**config.mk**
```make
export PLATFORM = sky130hd
export DESIGN_NAME = sfpi_top
export DESIGN_NICKNAME = d
export VERILOG_FILES = /design/src/sfpi_pkg.sv /design/src/sfpi_stream_if.sv /design/src/sfpi_sync.sv /design/src/sfpi_buf.sv /design/src/sfpi_top.sv
export VERILOG_INCLUDE_DIRS = /design/src /design/src/src
export SDC_FILE = /design/constraint.sdc
export NUM_CORES = 1
export LEC_CHECK = 0
export ABC_AREA = 1
export BUFFER_PORTS_ARGS = -buffer_cell sky130_fd_sc_hd__buf_4
export CORE_MARGIN = 1
export CORE_UTILIZATION = 50
export CTS_BUF_LIST = sky130_fd_sc_hd__clkbuf_8
export CTS_CLUSTER_DIAMETER = 200
export DETAILED_ROUTE_END_ITERATION = 7
export GPL_ROUTABILITY_DRIVEN = 0
export PLACE_DENSITY = 0.72
export SETUP_SLACK_MARGIN = 0.1
export SKIP_CTS_REPAIR_TIMING = 1
export SYNTH_ARGS = -nofsm -noshare
export SYNTH_HDL_FRONTEND = slang
export SYNTH_SLANG_ARGS = --single-unit
```
**constraint.sdc**
```tcl
create_clock -name mclk_i -period 3.8 [get_ports mclk_i]
set_input_delay 0.95 -clock mclk_i [delete_from_list [all_inputs] [get_ports mclk_i]]
set_output_delay 0.95 -clock mclk_i [all_outputs]
set_load 0.005 [all_outputs]
```
**src/sfpi_regs.svh**
```systemverilog
// constants for the serial flash pin interface: field positions, counts, idle values
`ifndef SFPI_REGS_SVH
`define SFPI_REGS_SVH
`define SFPI_INSTR_BITS 6'h08
`define SFPI_ADDR_BITS 6'h18
`define SFPI_BYTE_BITS 4'h8
`define SFPI_POS_CS 5
`define SFPI_POS_SCK 4
`define SFPI_POS_WP 2
`define SFPI_POS_HOLD 3
`define SFPI_SYNC_IDLE 6'h3F
`define SFPI_KIND_INSTR 2'h1
`define SFPI_KIND_ADDR 2'h2
`define SFPI_KIND_DATA 2'h3
`define SFPI_FILL_BYTE 8'hFF
`define SFPI_RX_W 10
`define SFPI_BUF_D 2
`endif

```
**src/sfpi_pkg.sv**
```systemverilog
// types and lane helpers of the serial flash pin interface
package sfpi_pkg;
   typedef enum logic [2:0] {PH_IDLE, PH_INSTR, PH_CFG, PH_ADDR, PH_DUMMY, PH_IN, PH_OUT} sfpi_phase_e;
   typedef enum logic [1:0] {W_ONE, W_TWO, W_FOUR} sfpi_width_e;

   typedef struct packed {
      sfpi_phase_e phase;
      logic armed;
      logic hold;
      logic sck_d;
      logic cs_d;
      sfpi_width_e in_w;
      sfpi_width_e out_w;
      logic [3:0] dummy;
      logic read;
      logic [5:0] cnt;
      logic [2:0] cyc;
      logic [7:0] sh_in;
      logic [3:0] nin;
      logic [7:0] sh_out;
      logic [3:0] nout;
      logic drv;
      logic [3:0] io;
      logic [3:0] oe;
      logic push;
      logic [9:0] push_data;
      logic done;
      logic reject;
      logic take;
      logic overrun;
      logic lock;
      logic standby;
      logic active;
   } sfpi_state_s;

   // bits moved per clock for a lane width
   function automatic logic [3:0] sfpi_lanes(input sfpi_width_e w);
      case (w)
         W_ONE: sfpi_lanes = 4'h1;
         W_TWO: sfpi_lanes = 4'h2;
         default: sfpi_lanes = 4'h4;
      endcase
   endfunction : sfpi_lanes

   // lanes the device drives; single width returns on lane 1 only
   function automatic logic [3:0] sfpi_oe_mask(input sfpi_width_e w);
      case (w)
         W_ONE: sfpi_oe_mask = 4'h2;
         W_TWO: sfpi_oe_mask = 4'h3;
         default: sfpi_oe_mask = 4'hF;
      endcase
   endfunction : sfpi_oe_mask

   // msb first; inside a group the lowest bit sits on lane 0
   function automatic logic [7:0] sfpi_sample(input sfpi_width_e w, input logic [3:0] io,
                                              input logic [7:0] sh);
      case (w)
         W_ONE: sfpi_sample = {sh[6:0], io[0]};
         W_TWO: sfpi_sample = {sh[5:0], io[1:0]};
         default: sfpi_sample = {sh[3:0], io};
      endcase
   endfunction : sfpi_sample

   // next lane values from the top of the output shifter
   function automatic logic [3:0] sfpi_drive(input sfpi_width_e w, input logic [7:0] sh);
      case (w)
         W_ONE: sfpi_drive = {2'h0, sh[7], 1'b0};
         W_TWO: sfpi_drive = {2'h0, sh[7:6]};
         default: sfpi_drive = sh[7:4];
      endcase
   endfunction : sfpi_drive

   // phase that follows the address
   function automatic sfpi_phase_e sfpi_after(input logic [3:0] dummy, input logic read);
      if (dummy != 4'h0) begin
         sfpi_after = PH_DUMMY;
      end else if (read) begin
         sfpi_after = PH_OUT;
      end else begin
         sfpi_after = PH_IN;
      end
   endfunction : sfpi_after
endpackage : sfpi_pkg

```
**src/sfpi_stream_if.sv**
```systemverilog
// byte stream carrier between the pin front end and its buffer
`timescale 1ns/1ps
`include "sfpi_regs.svh"
interface sfpi_stream_if;
   logic valid;
   logic ready;
   logic [`SFPI_RX_W-1:0] data;
   modport src (output valid, output data, input ready);
   modport snk (input valid, input data, output ready);
endinterface : sfpi_stream_if

```
**src/sfpi_sync.sv**
```systemverilog
// two-stage synchroniser for chip select, serial clock and the four lanes
`timescale 1ns/1ps
`include "sfpi_regs.svh"
module sfpi_sync (
   input logic mclk_i,
   input logic rst_i,
   input logic [5:0] raw_i,
   output logic [5:0] sync_o
);
   typedef struct packed {
      logic [5:0] ff1;
      logic [5:0] ff2;
   } sfpi_sync_s;
   sfpi_sync_s q;
   sfpi_sync_s next_q;

   // first stage feeds only the second stage
   always_comb begin
      next_q.ff1 = raw_i;
      next_q.ff2 = q.ff1;
   end

   // idle levels: deselected, pulled-up lanes
   always_ff @(posedge mclk_i or posedge rst_i) begin
      if (rst_i) begin
         q <= {`SFPI_SYNC_IDLE, `SFPI_SYNC_IDLE};
      end else begin
         q <= next_q;
      end
   end

   assign sync_o = q.ff2;
endmodule : sfpi_sync

```
**src/sfpi_buf.sv**
```systemverilog
// two-entry shift buffer on the received byte path
`timescale 1ns/1ps
`include "sfpi_regs.svh"
module sfpi_buf #(
   parameter int W = `SFPI_RX_W,
   parameter int D = `SFPI_BUF_D
) (
   input logic mclk_i,
   input logic rst_i,
   sfpi_stream_if.snk in_s,
   sfpi_stream_if.src out_s
);
   localparam int CW = $clog2(D + 1);
   typedef struct packed {
      logic [D-1:0][W-1:0] mem;
      logic [CW-1:0] cnt;
      logic has;
      logic room;
   } sfpi_buf_s;
   sfpi_buf_s q;
   sfpi_buf_s next_q;
   logic pop;
   logic put;

   // head always sits in entry 0 so the output is a plain flop
   always_comb begin
      next_q = q;
      pop = q.has && out_s.ready;
      put = in_s.valid && q.room;
      if (pop) begin
         for (int i = 0; i < D - 1; i++) begin
            next_q.mem[i] = q.mem[i+1];
         end
      end
      if (put) begin
         next_q.mem[pop ? q.cnt - 1'b1 : q.cnt] = in_s.data;
      end
      next_q.cnt = q.cnt + CW'(put) - CW'(pop);
      next_q.has = (next_q.cnt != '0);
      next_q.room = (next_q.cnt != CW'(D));
   end

   always_ff @(posedge mclk_i or posedge rst_i) begin
      if (rst_i) begin
         q <= '{mem: '0, cnt: '0, has: 1'b0, room: 1'b1};
      end else begin
         q <= next_q;
      end
   end

   assign in_s.ready = q.room;
   assign out_s.valid = q.has;
   assign out_s.data = q.mem[0];
endmodule : sfpi_buf

```
**src/sfpi_top.sv**
```systemverilog
// pin-level front end of a serial flash: lanes, edges, select, hold and protect
`timescale 1ns/1ps
`include "sfpi_regs.svh"
module sfpi_top
   import sfpi_pkg::*;
(
   input logic mclk_i,
   input logic rst_i,
   input logic sck_i,
   input logic cs_n_i,
   input logic [3:0] io_i,
   output logic [3:0] io_o,
   output logic [3:0] io_oe_o,
   input logic quad_lane_enable_i,
   input logic protect_mode_hi_i,
   input logic protect_mode_lo_i,
   input logic busy_i,
   input sfpi_width_e cfg_in_w_i,
   input sfpi_width_e cfg_out_w_i,
   input logic cfg_addr_i,
   input logic [3:0] cfg_dummy_i,
   input logic cfg_read_i,
   input logic [7:0] tx_data_i,
   input logic tx_valid_i,
   output logic tx_take_o,
   output logic [`SFPI_RX_W-1:0] rx_data_o,
   output logic rx_valid_o,
   input logic rx_ready_i,
   output logic cmd_done_o,
   output logic cmd_reject_o,
   output logic overrun_o,
   output logic sr_write_lock_o,
   output logic array_lock_o,
   output logic hold_o,
   output logic standby_o,
   output logic active_o
);
   sfpi_state_s q;
   sfpi_state_s next_q;
   logic [5:0] sync;
   logic s_cs;
   logic s_sck;
   logic [3:0] s_io;
   logic hold_n;
   logic rise;
   logic fall;
   logic live;

   sfpi_stream_if rx_in ();
   sfpi_stream_if rx_out ();

   // pins come from the host's domain, so they pass two flops first
   sfpi_sync u_sync (
      .mclk_i (mclk_i),
      .rst_i (rst_i),
      .raw_i ({cs_n_i, sck_i, io_i}),
      .sync_o (sync)
   );

   // absorbs a short stall of the byte consumer
   sfpi_buf u_buf (
      .mclk_i (mclk_i),
      .rst_i (rst_i),
      .in_s (rx_in.snk),
      .out_s (rx_out.src)
   );

   assign s_cs = sync[`SFPI_POS_CS];
   assign s_sck = sync[`SFPI_POS_SCK];
   assign s_io = sync[3:0];
   // edges found from the sampled clock, idle level irrelevant
   assign rise = s_sck && !q.sck_d;
   assign fall = !s_sck && q.sck_d;
   // in quad mode lane 3 carries data and cannot pause the link
   assign hold_n = quad_lane_enable_i | s_io[`SFPI_POS_HOLD];

   always_comb begin
      logic [7:0] sh;
      logic [3:0] left;
      logic [3:0] ln;
      sfpi_width_e w;
      sh = q.sh_out;
      left = q.nout;
      ln = 4'h1;
      w = W_ONE;
      next_q = q;
      next_q.push = 1'b0;
      next_q.done = 1'b0;
      next_q.reject = 1'b0;
      next_q.take = 1'b0;
      next_q.sck_d = s_sck;
      next_q.cs_d = s_cs;

      // enter hold only while the clock is low
      // leave hold only while the clock is low, or at once on deselect
      if (s_cs) begin
         next_q.hold = 1'b0;
      end else if (q.hold) begin
         if (hold_n && !s_sck) begin
            next_q.hold = 1'b0;
         end
      end else if (!hold_n && !s_sck && q.armed) begin
         next_q.hold = 1'b1;
      end
      // clock edges count only while selected and clear of hold on both sides
      live = !q.hold && !next_q.hold && !s_cs;

      if (s_cs && !q.cs_d) begin
         // a command that ends outside the return phase must end after a multiple of eight clocks
         if (q.armed && q.phase != PH_IDLE) begin
            if (q.phase != PH_OUT && q.cyc != 3'h0) begin
               next_q.reject = 1'b1;
            end else begin
               next_q.done = 1'b1;
            end
         end
         next_q.phase = PH_IDLE;
         next_q.drv = 1'b0;
      end else if (!s_cs && q.cs_d) begin
         // the first select edge arms the decoder
         next_q.armed = 1'b1;
         next_q.phase = PH_INSTR;
         next_q.cnt = 6'h00;
         next_q.cyc = 3'h0;
         next_q.nin = 4'h0;
         next_q.nout = 4'h0;
         next_q.drv = 1'b0;
         next_q.overrun = 1'b0;
      end else if (live && rise && q.phase != PH_IDLE) begin
         // one cycle per clock edge pair, modulo a byte
         next_q.cyc = q.cyc + 3'h1;
         w = (q.phase == PH_INSTR) ? W_ONE : q.in_w;
         ln = sfpi_lanes(w);
         if (q.phase == PH_INSTR || q.phase == PH_ADDR || q.phase == PH_IN) begin
            next_q.sh_in = sfpi_sample(w, s_io, q.sh_in);
            next_q.nin = q.nin + ln;
            if (next_q.nin == `SFPI_BYTE_BITS) begin
               next_q.nin = 4'h0;
               next_q.push = 1'b1;
               case (q.phase)
                  PH_INSTR: next_q.push_data = {`SFPI_KIND_INSTR, next_q.sh_in};
                  PH_ADDR: next_q.push_data = {`SFPI_KIND_ADDR, next_q.sh_in};
                  default: next_q.push_data = {`SFPI_KIND_DATA, next_q.sh_in};
               endcase
            end
         end
         case (q.phase)
            PH_INSTR: begin
               next_q.cnt = q.cnt + 6'h01;
               if (next_q.cnt == `SFPI_INSTR_BITS) begin
                  next_q.phase = PH_CFG;
               end
            end
            PH_ADDR: begin
               // 24 address bits in the chosen width
               next_q.cnt = q.cnt + {2'h0, ln};
               if (next_q.cnt == `SFPI_ADDR_BITS) begin
                  next_q.phase = sfpi_after(q.dummy, q.read);
               end
            end
            PH_DUMMY: begin
               next_q.dummy = q.dummy - 4'h1;
               if (q.dummy == 4'h1) begin
                  next_q.phase = q.read ? PH_OUT : PH_IN;
               end
            end
            default: begin
            end
         endcase
      end else if (live && fall && q.phase != PH_IDLE) begin
         if (q.phase == PH_CFG) begin
            // lane widths chosen by the decoded instruction
            next_q.in_w = cfg_in_w_i;
            next_q.out_w = cfg_out_w_i;
            next_q.dummy = cfg_dummy_i;
            next_q.read = cfg_read_i;
            next_q.cnt = 6'h00;
            next_q.nin = 4'h0;
            next_q.phase = cfg_addr_i ? PH_ADDR : sfpi_after(cfg_dummy_i, cfg_read_i);
         end
         // lanes update right after the falling edge
         if (next_q.phase == PH_OUT) begin
            if (q.nout == 4'h0) begin
               sh = tx_valid_i ? tx_data_i : `SFPI_FILL_BYTE;
               left = `SFPI_BYTE_BITS;
               next_q.take = 1'b1;
            end
            ln = sfpi_lanes(next_q.out_w);
            // msb first, lowest group bit on lane 0, single width on lane 1
            next_q.io = sfpi_drive(next_q.out_w, sh);
            next_q.sh_out = sh << ln;
            next_q.nout = left - ln;
            next_q.drv = 1'b1;
         end
      end

      // drive only returning lanes while selected
      // lanes 0 and 1 turn around for dual and quad returns
      if (next_q.drv && next_q.phase == PH_OUT && !next_q.hold && !s_cs) begin
         next_q.oe = sfpi_oe_mask(next_q.out_w);
      end else begin
         next_q.oe = 4'h0;
      end

      // hardware protect, void under quad enable
      next_q.lock = !quad_lane_enable_i && !s_io[`SFPI_POS_WP] && !protect_mode_hi_i
                    && protect_mode_lo_i;
      // busy keeps power up whatever hold does
      next_q.standby = s_cs && !busy_i;
      next_q.active = !s_cs;
      // a refused push is flagged; set beats the clear at select
      if (q.push && !rx_in.ready) begin
         next_q.overrun = 1'b1;
      end
   end

   always_ff @(posedge mclk_i or posedge rst_i) begin
      if (rst_i) begin
         q <= '{phase: PH_IDLE, in_w: W_ONE, out_w: W_ONE, sck_d: 1'b1, cs_d: 1'b1,
                standby: 1'b1, default: '0};
      end else begin
         q <= next_q;
      end
   end

   assign rx_in.valid = q.push;
   assign rx_in.data = q.push_data;
   assign rx_out.ready = rx_ready_i;
   assign rx_valid_o = rx_out.valid;
   assign rx_data_o = rx_out.data;
   assign io_o = q.io;
   assign io_oe_o = q.oe;
   assign tx_take_o = q.take;
   assign cmd_done_o = q.done;
   assign cmd_reject_o = q.reject;
   assign overrun_o = q.overrun;
   assign sr_write_lock_o = q.lock;
   assign array_lock_o = q.lock;
   assign hold_o = q.hold;
   assign standby_o = q.standby;
   assign active_o = q.active;
endmodule : sfpi_top

```
==> results of run 1 <==
==> state kept, by name, summed over array words and instances (netlist names), 3 cells and up <==
signal            count
q                    48
u_buf.q              12
rx_in.data           10
u_buf.out_s.data     10
u_sync.next_q         6
u_sync.sync_o         6
io_o                  4
io_oe_o               3
==> cell usage in the layout, fill, tap and decap left out, types with 2 or more instances in the layout <==
master      n
nand3_1    33
dfrtp_1    94
nor3_2      2
or2_2       2
clkbuf_8    9
nand2_2     6
o221ai_1    3
mux2_2      2
nor2_2      2
inv_1      86
nor2_1     63
nand4_1    12
nand2_4     4
o21ai_2     9
dfstp_2    16
o211ai_1    4
nand3_4     3
clkinv_4    3
xnor2_1     6
xor2_1      6
o21ai_0    51
nor3_1      6
o31ai_1     7
inv_6       2
nor4_1      2
nand2_1   149
o21ai_1    13
a21oi_1    19
clkinv_2    3
nor2_4      5
a31oi_1    12
inv_2      12
buf_4      61
ha_1       19
o22ai_1     2
fa_1        3
==> routing by layer <==
| layer | vias up | wire [um] | share of wire | GRT usage |
|---|---|---|---|---|
| li1 | 2355 | - | - | - |
| met1 | 2194 | 5600 | 0.46 | 0.278 |
| met2 | 140 | 5580 | 0.46 | 0.331 |
| met3 | 22 | 652 | 0.054 | 0.0514 |
| met4 | 0 | 242 | 0.020 | 0.0694 |
| met5 | - | 0 | 0 | 0 |
==> cells by family (layout without fill, tap and decap cells) <==
| kind of cell | after synthesis | after routing |
|---|---|---|
| muxes | 3 | 3 |
| buffers and inverters | 136 | 180 |
| DFF | 110 | 110 |
| and+or+nand+nor | 293 | 293 |
| AOI/OAI and AO/OA | 128 | 128 |
| adders and majority gates | 22 | 22 |
| xor gates and xnor gates | 12 | 12 |
==> through the flow <==
step / instance area, um^2 / hold slack, ps
after floorplan: 5980 / 345
after global placement: 6400 / 346
after detailed placement: 6400 / 347
after CTS: 6590 / 362
after global routing: 6590 / 365
final: 6590 / 357
==> synthesized netlist by cell type (3+ instances only) <==
| cell type | number | share of area |
|---|---|---|
| o221ai_1 | 3 | 0.0044 |
| dfrtp_1 | 94 | 0.39 |
| nand2_2 | 6 | 0.0063 |
| inv_1 | 87 | 0.055 |
| a21oi_1 | 19 | 0.016 |
| nand3_4 | 3 | 0.0088 |
| xor2_1 | 6 | 0.0088 |
| o21ai_1 | 13 | 0.011 |
| nand2_4 | 4 | 0.0075 |
| fa_1 | 3 | 0.010 |
| inv_2 | 12 | 0.0075 |
| nor2_1 | 63 | 0.040 |
| nand4_1 | 12 | 0.013 |
| ha_1 | 19 | 0.040 |
| nand2_1 | 149 | 0.094 |
| o21ai_2 | 9 | 0.013 |
| clkbuf_1 | 9 | 0.0057 |
| o21ai_0 | 51 | 0.043 |
| nand3_1 | 33 | 0.028 |
| nor3_1 | 7 | 0.0059 |
| dfstp_2 | 16 | 0.070 |
| o211ai_1 | 4 | 0.0050 |
| nor2_4 | 5 | 0.0094 |
| o31ai_1 | 7 | 0.0088 |
| buf_4 | 20 | 0.025 |
| a31oi_1 | 12 | 0.013 |
| xnor2_1 | 6 | 0.0088 |
==> worst max-delay path, stage by stage, from the launching register on <==
cell and delay [ps]:
dfrtp_1 510, nor3_2 340, inv_2 90, nand2_2 110, inv_2 80, nor2_4 220, ha_1 240, fa_1 460
nor2_1 120, nand2_1 60, nor2_1 180, nand3_1 100, nor2_1 100, nor2_1 60, a21oi_1 120, nand4_1 190
nor2_1 150
==> worst max-delay path by stage <==
stage / depth (start not counted) / end
2_1_floorplan: 17 / rx_in.data[5]
3_3_place_gp: 16 / io_oe_o[2]
3_5_place_dp: 16 / io_oe_o[0]
4_1_cts: 16 / io_oe_o[0]
5_1_grt: 16 / io_oe_o[0]
6_report: 16 / io_oe_o[0]
==> layout make-up <==
cell class	instances	area share
Sequential cell	110	0.421
Multi-Input combinational cell	458	0.393
Timing Repair Buffer	62	0.0725
Inverter	102	0.0596
Tap cell	143	0.0272
Clock buffer	9	0.0188
Clock inverter	7	0.00854
==> power breakdown <==
| part | internal [mW] | switching (mW) | total (mW) |
|---|---|---|---|
| Combinational | 0.189 | 0.322 | 0.511 |
| Sequential | 1.27 | 0.0635 | 1.33 |
| Clock | 0.248 | 0.419 | 0.667 |
| Total | 1.71 | 0.804 | 2.51 |
==> out/metrics.yaml, run 1 <==
status: "complete, but fails checks"
violations: "design-rule violations"
synth_area_um2: 5980
grt_max_degree: 111
start_util: 0.519
clkTransAtPathRegs_ps: 100
cap_violations: 0
cts_buffers: 9
timing.rr.end: "io_oe_o[0]"
ir_worst_vdd_uv: 244
seq_area_um2: 2770
layout_min_cycle_time_ps: 3210
synth.area.mux_share: 0.00565
synth_seq_cells: 110
max_clock_freq_ghz: 0.312
h-tree-depth: 3
hold_depth: 0
diodes: 0
powerDensity_nw_per_um2: 381
wirelength_um: 12100
grt_overflow: 0
drtIter0Drc: 360
fin_skew_ps: 12.5
path_max_fanout: 9
syn_area_per_cell_um2: 8.49
synth_nets: 758
leakage_nw: 3.28
min_from: "u_sync.next_q[4]"
finalPower_mw: 2.51
synthAdderAreaFrac: 0.0498
cts.sinks: 110
grt_pass1_wl_um: 20700
relSlewSlack: 0.537
fp.dieH_um: 111
async_flop_share: 1.00
synth-simple-area-share: 0.227
setup.worst_path.end_class: "flop"
synth_top_family_by_area: "simple AND/OR/NAND/NOR gates"
io-pin-count: 60
grt_pass1_vias: 4445
worstSetupPathType: "reg2reg"
finalNonFillerCells: 891
cts_tree: "done"
num_vias: 4711
r2r_start: "q[74]"
dp_hpwl_um: 8930
multi_input_area_um2: 2590
cts_root_buffer: "clkbuf_8"
dieArea_um2: 12400
port_buffers: 59
synth_ff_type: "dfrtp_1"
rows: 39
utilization: 0.572
clock_latency_ps: 390
dp_cells: 875
hold_class: "reg2reg"
worst_pin_slew_ps: 693
drc: 16
startpoint: "q[74]"
yosysWarnings: 0
n_fill_cell: 1026
rsz0062_at_grt: "no"
min_to: "u_sync.sync_o[4]"
setup.worst_path.start_class: "flop"
track_usage: 0.208
fin_crit_sh: 0.844
synth_edf_count: 0
setup_viol: 0
coreArea_um2: 11500
fin_tns_setup_ps: 0
final_layout_size_suffix_gt1_frac: 0.203
synth_cells: 704
via_per_inst: 5.29
areaGrowthSynthToFinish_pct: 10.3
synth-compound-area-share: 0.132
ys_types: 52
setup_slack_ps: 595
report.final.hold_viol_count: 0
fp.dieW_um: 111
antenna_left: 0
critPathArrivalTime_ps: 3520
final_nets: 797
reg2reg_slack_ps: 590
drtPass1Iterations: 7
clockBufferDepth: 2
maxSlewViolCount: 0
dp_slack_ps: 510
required_ps: 4120
reg2regPathDepth: 16
ys_seq_area_frac: 0.464
antenna_found_initial: 0
drt-wirelength-per-cell_um: 13.6
synth_xor_area_frac: 0.0176
Power figures use the tool's default switching activity.
==> run 2, diff against run 1 <==
==> constraint.sdc (replaced) <==
create_clock -name mclk_i -period 2.9 [get_ports mclk_i]
set_input_delay 0.725 -clock mclk_i [delete_from_list [all_inputs] [get_ports mclk_i]]
set_output_delay 0.725 -clock mclk_i [all_outputs]
set_load 0.005 [all_outputs]
==> run 2 against run 1 <==
Against the previous run: the run still ends with design-rule violations left; count of clock-buffer cells in the layout stayed put; via count is 0.96% higher; hold slack worse by 1.9 ps; sequential share of layout area is 1.5 points lower; largest power group unchanged; fmax is 18% higher; clock power is 53% higher; cell area is 3.6% higher.
==> out/metrics.yaml, run 2 (synthesized netlist as in run 1, its figures left out) <==
track_usage: 0.215  # +0.00746
areaGrowthSynthToFinish_pct: 14.3
grt_pass1_wl_um: 21300  # +2.8%
cts_buffers: 9  # unchanged
maxSlewViolCount: 0  # unchanged
path_max_fanout: 4  # -5
antenna_found_initial: 0  # unchanged
critPathArrivalTime_ps: 3050  # -470 ps
rows: 39  # unchanged
worst_pin_slew_ps: 664  # -28.8 ps
utilization: 0.593  # +0.0209
hold_class: "reg2reg"
dieArea_um2: 12400  # unchanged
final_layout_size_suffix_gt1_frac: 0.244  # +0.0405
wirelength_um: 12500  # +3.3%
powerDensity_nw_per_um2: 515  # +35%
required_ps: 3230  # -890 ps
top_regs: "q: 48 flops, u_buf.q: 12 flops"
start_util: 0.519  # unchanged
top_register: "q"
setup.worst_path.end_class: "flop"
fp.dieW_um: 111  # unchanged
final_common_cell: "nand2_1"
fp.dieH_um: 111  # unchanged
final_nets: 808  # +1.4%
finalPower_mw: 3.51  # +40%
leakage_nw: 3.38  # +2.8%
drt-wirelength-per-cell_um: 13.8  # +2.0%
largest_reg_flops: 48  # unchanged
cts_root_buffer: "clkbuf_8"
clkTransAtPathRegs_ps: 110  # about the same
setup_viol: 0  # unchanged
hold_depth: 0  # unchanged
timing.hold.ws_ps: 355  # -1.86 ps
relSlewSlack: 0.556  # +0.0192
final_cell_mix: "nand2_1, dfrtp_1, inv_1"
cts.sinks: 110  # unchanged
drtIter0Drc: 411  # +14%
cts_tree: "done"
grt_max_degree: 50  # -55%
fin_skew_ps: 13.8  # +1.28 ps
via_per_inst: 5.27  # -0.28%
dp_hpwl_um: 9240  # +3.5%
dp_slack_ps: 123  # -386 ps
diodes: 0  # unchanged
drtPass1Iterations: 8  # +1
port_buffers: 59  # unchanged
setup_slack_ps: 183  # -412 ps
finalNonFillerCells: 902  # +1.2%
clock_latency_ps: 400  # about the same
clockBufferDepth: 2  # unchanged
ir_worst_vdd_uv: 286  # +17%
grt_overflow: 0  # unchanged
num_vias: 4756  # +0.96%
fin_crit_sh: 0.937  # +0.0934
coreArea_um2: 11500  # unchanged
status: "complete, but fails checks"
report.final.hold_viol_count: 0  # unchanged
cap_violations: 0  # unchanged
layout_min_cycle_time_ps: 2720  # -488 ps
worstSetupPathType: "reg2reg"
io-pin-count: 60  # unchanged
grt_pass1_vias: 4575  # +2.9%
dp_cells: 883  # +0.91%
reg2regPathDepth: 17  # +1
violations: "design-rule violations"
rsz0062_at_grt: "yes"
h-tree-depth: 3  # unchanged
setup.worst_path.start_class: "flop"
max_clock_freq_ghz: 0.368  # +18%
drc: 14  # -2
antenna_left: 0  # unchanged
[run 2: final timing paths]
| kind | endpoint | from | slack (ps) |
|---|---|---|---|
| setup reg to reg | io_oe_o[2] | q[73] | 180 |
| max in group asynchronous | u_sync.sync_o[5] | rst_i | 1780 |
| setup / recovery | io_oe_o[2] | q[73] | 180 |
| hold / removal | u_sync.sync_o[3] | u_sync.next_q[3] | 350 |
| min in group asynchronous | array_lock_o | rst_i | 410 |
| hold reg to reg | u_sync.sync_o[3] | u_sync.next_q[3] | 350 |
[run 2: metrics by stage]
step	cell area, um^2	setup TNS, ps
after floorplan	5980	0
after global placement	6480	0
after detailed placement	6480	0
after CTS	6700	0
after global routing	6830	-64.0
final	6830	0
[run 2: metal layers]
metal  track usage  vias up  part of all wire
met3        0.0487       16             0.055
li1              -     2375                 -
met2         0.351      141              0.48
met5             0        -                 0
met4        0.0667        0             0.013
met1         0.286     2224              0.46
[run 2: critical path: stages (launching register included)]
cell and delay [ps]:
dfrtp_1 420, inv_2 70, nor3_4 200, inv_2 90, nand2_2 90, inv_2 50
nor2_4 160, ha_4 170, fa_2 430, nor2_1 90, nand2_1 90, nor2_4 120
nand3_1 80, nor2_1 90, nor2_1 60, a21oi_1 120, nand4_1 160, nor2_1 140
[run 2: area by class of cell]
cell class                 count  area, um^2
fill                        1008        4690
sequential                   110        2770
multi-input combinational    458        2690
timing repair buffer          72         566
inverter                     102         398
tap                          143         179
clock buffer                   9         124
clock inverter                 7        97.6
timing repair inverter         1        8.76
[run 2: where the power goes]
part	total [mW]	internal (mW)	switching, mW	leakage [nW]
sequential	1.75	1.66	0.0876	1.37
combinational	0.742	0.286	0.455	1.90
clock	1.02	0.429	0.591	0.113
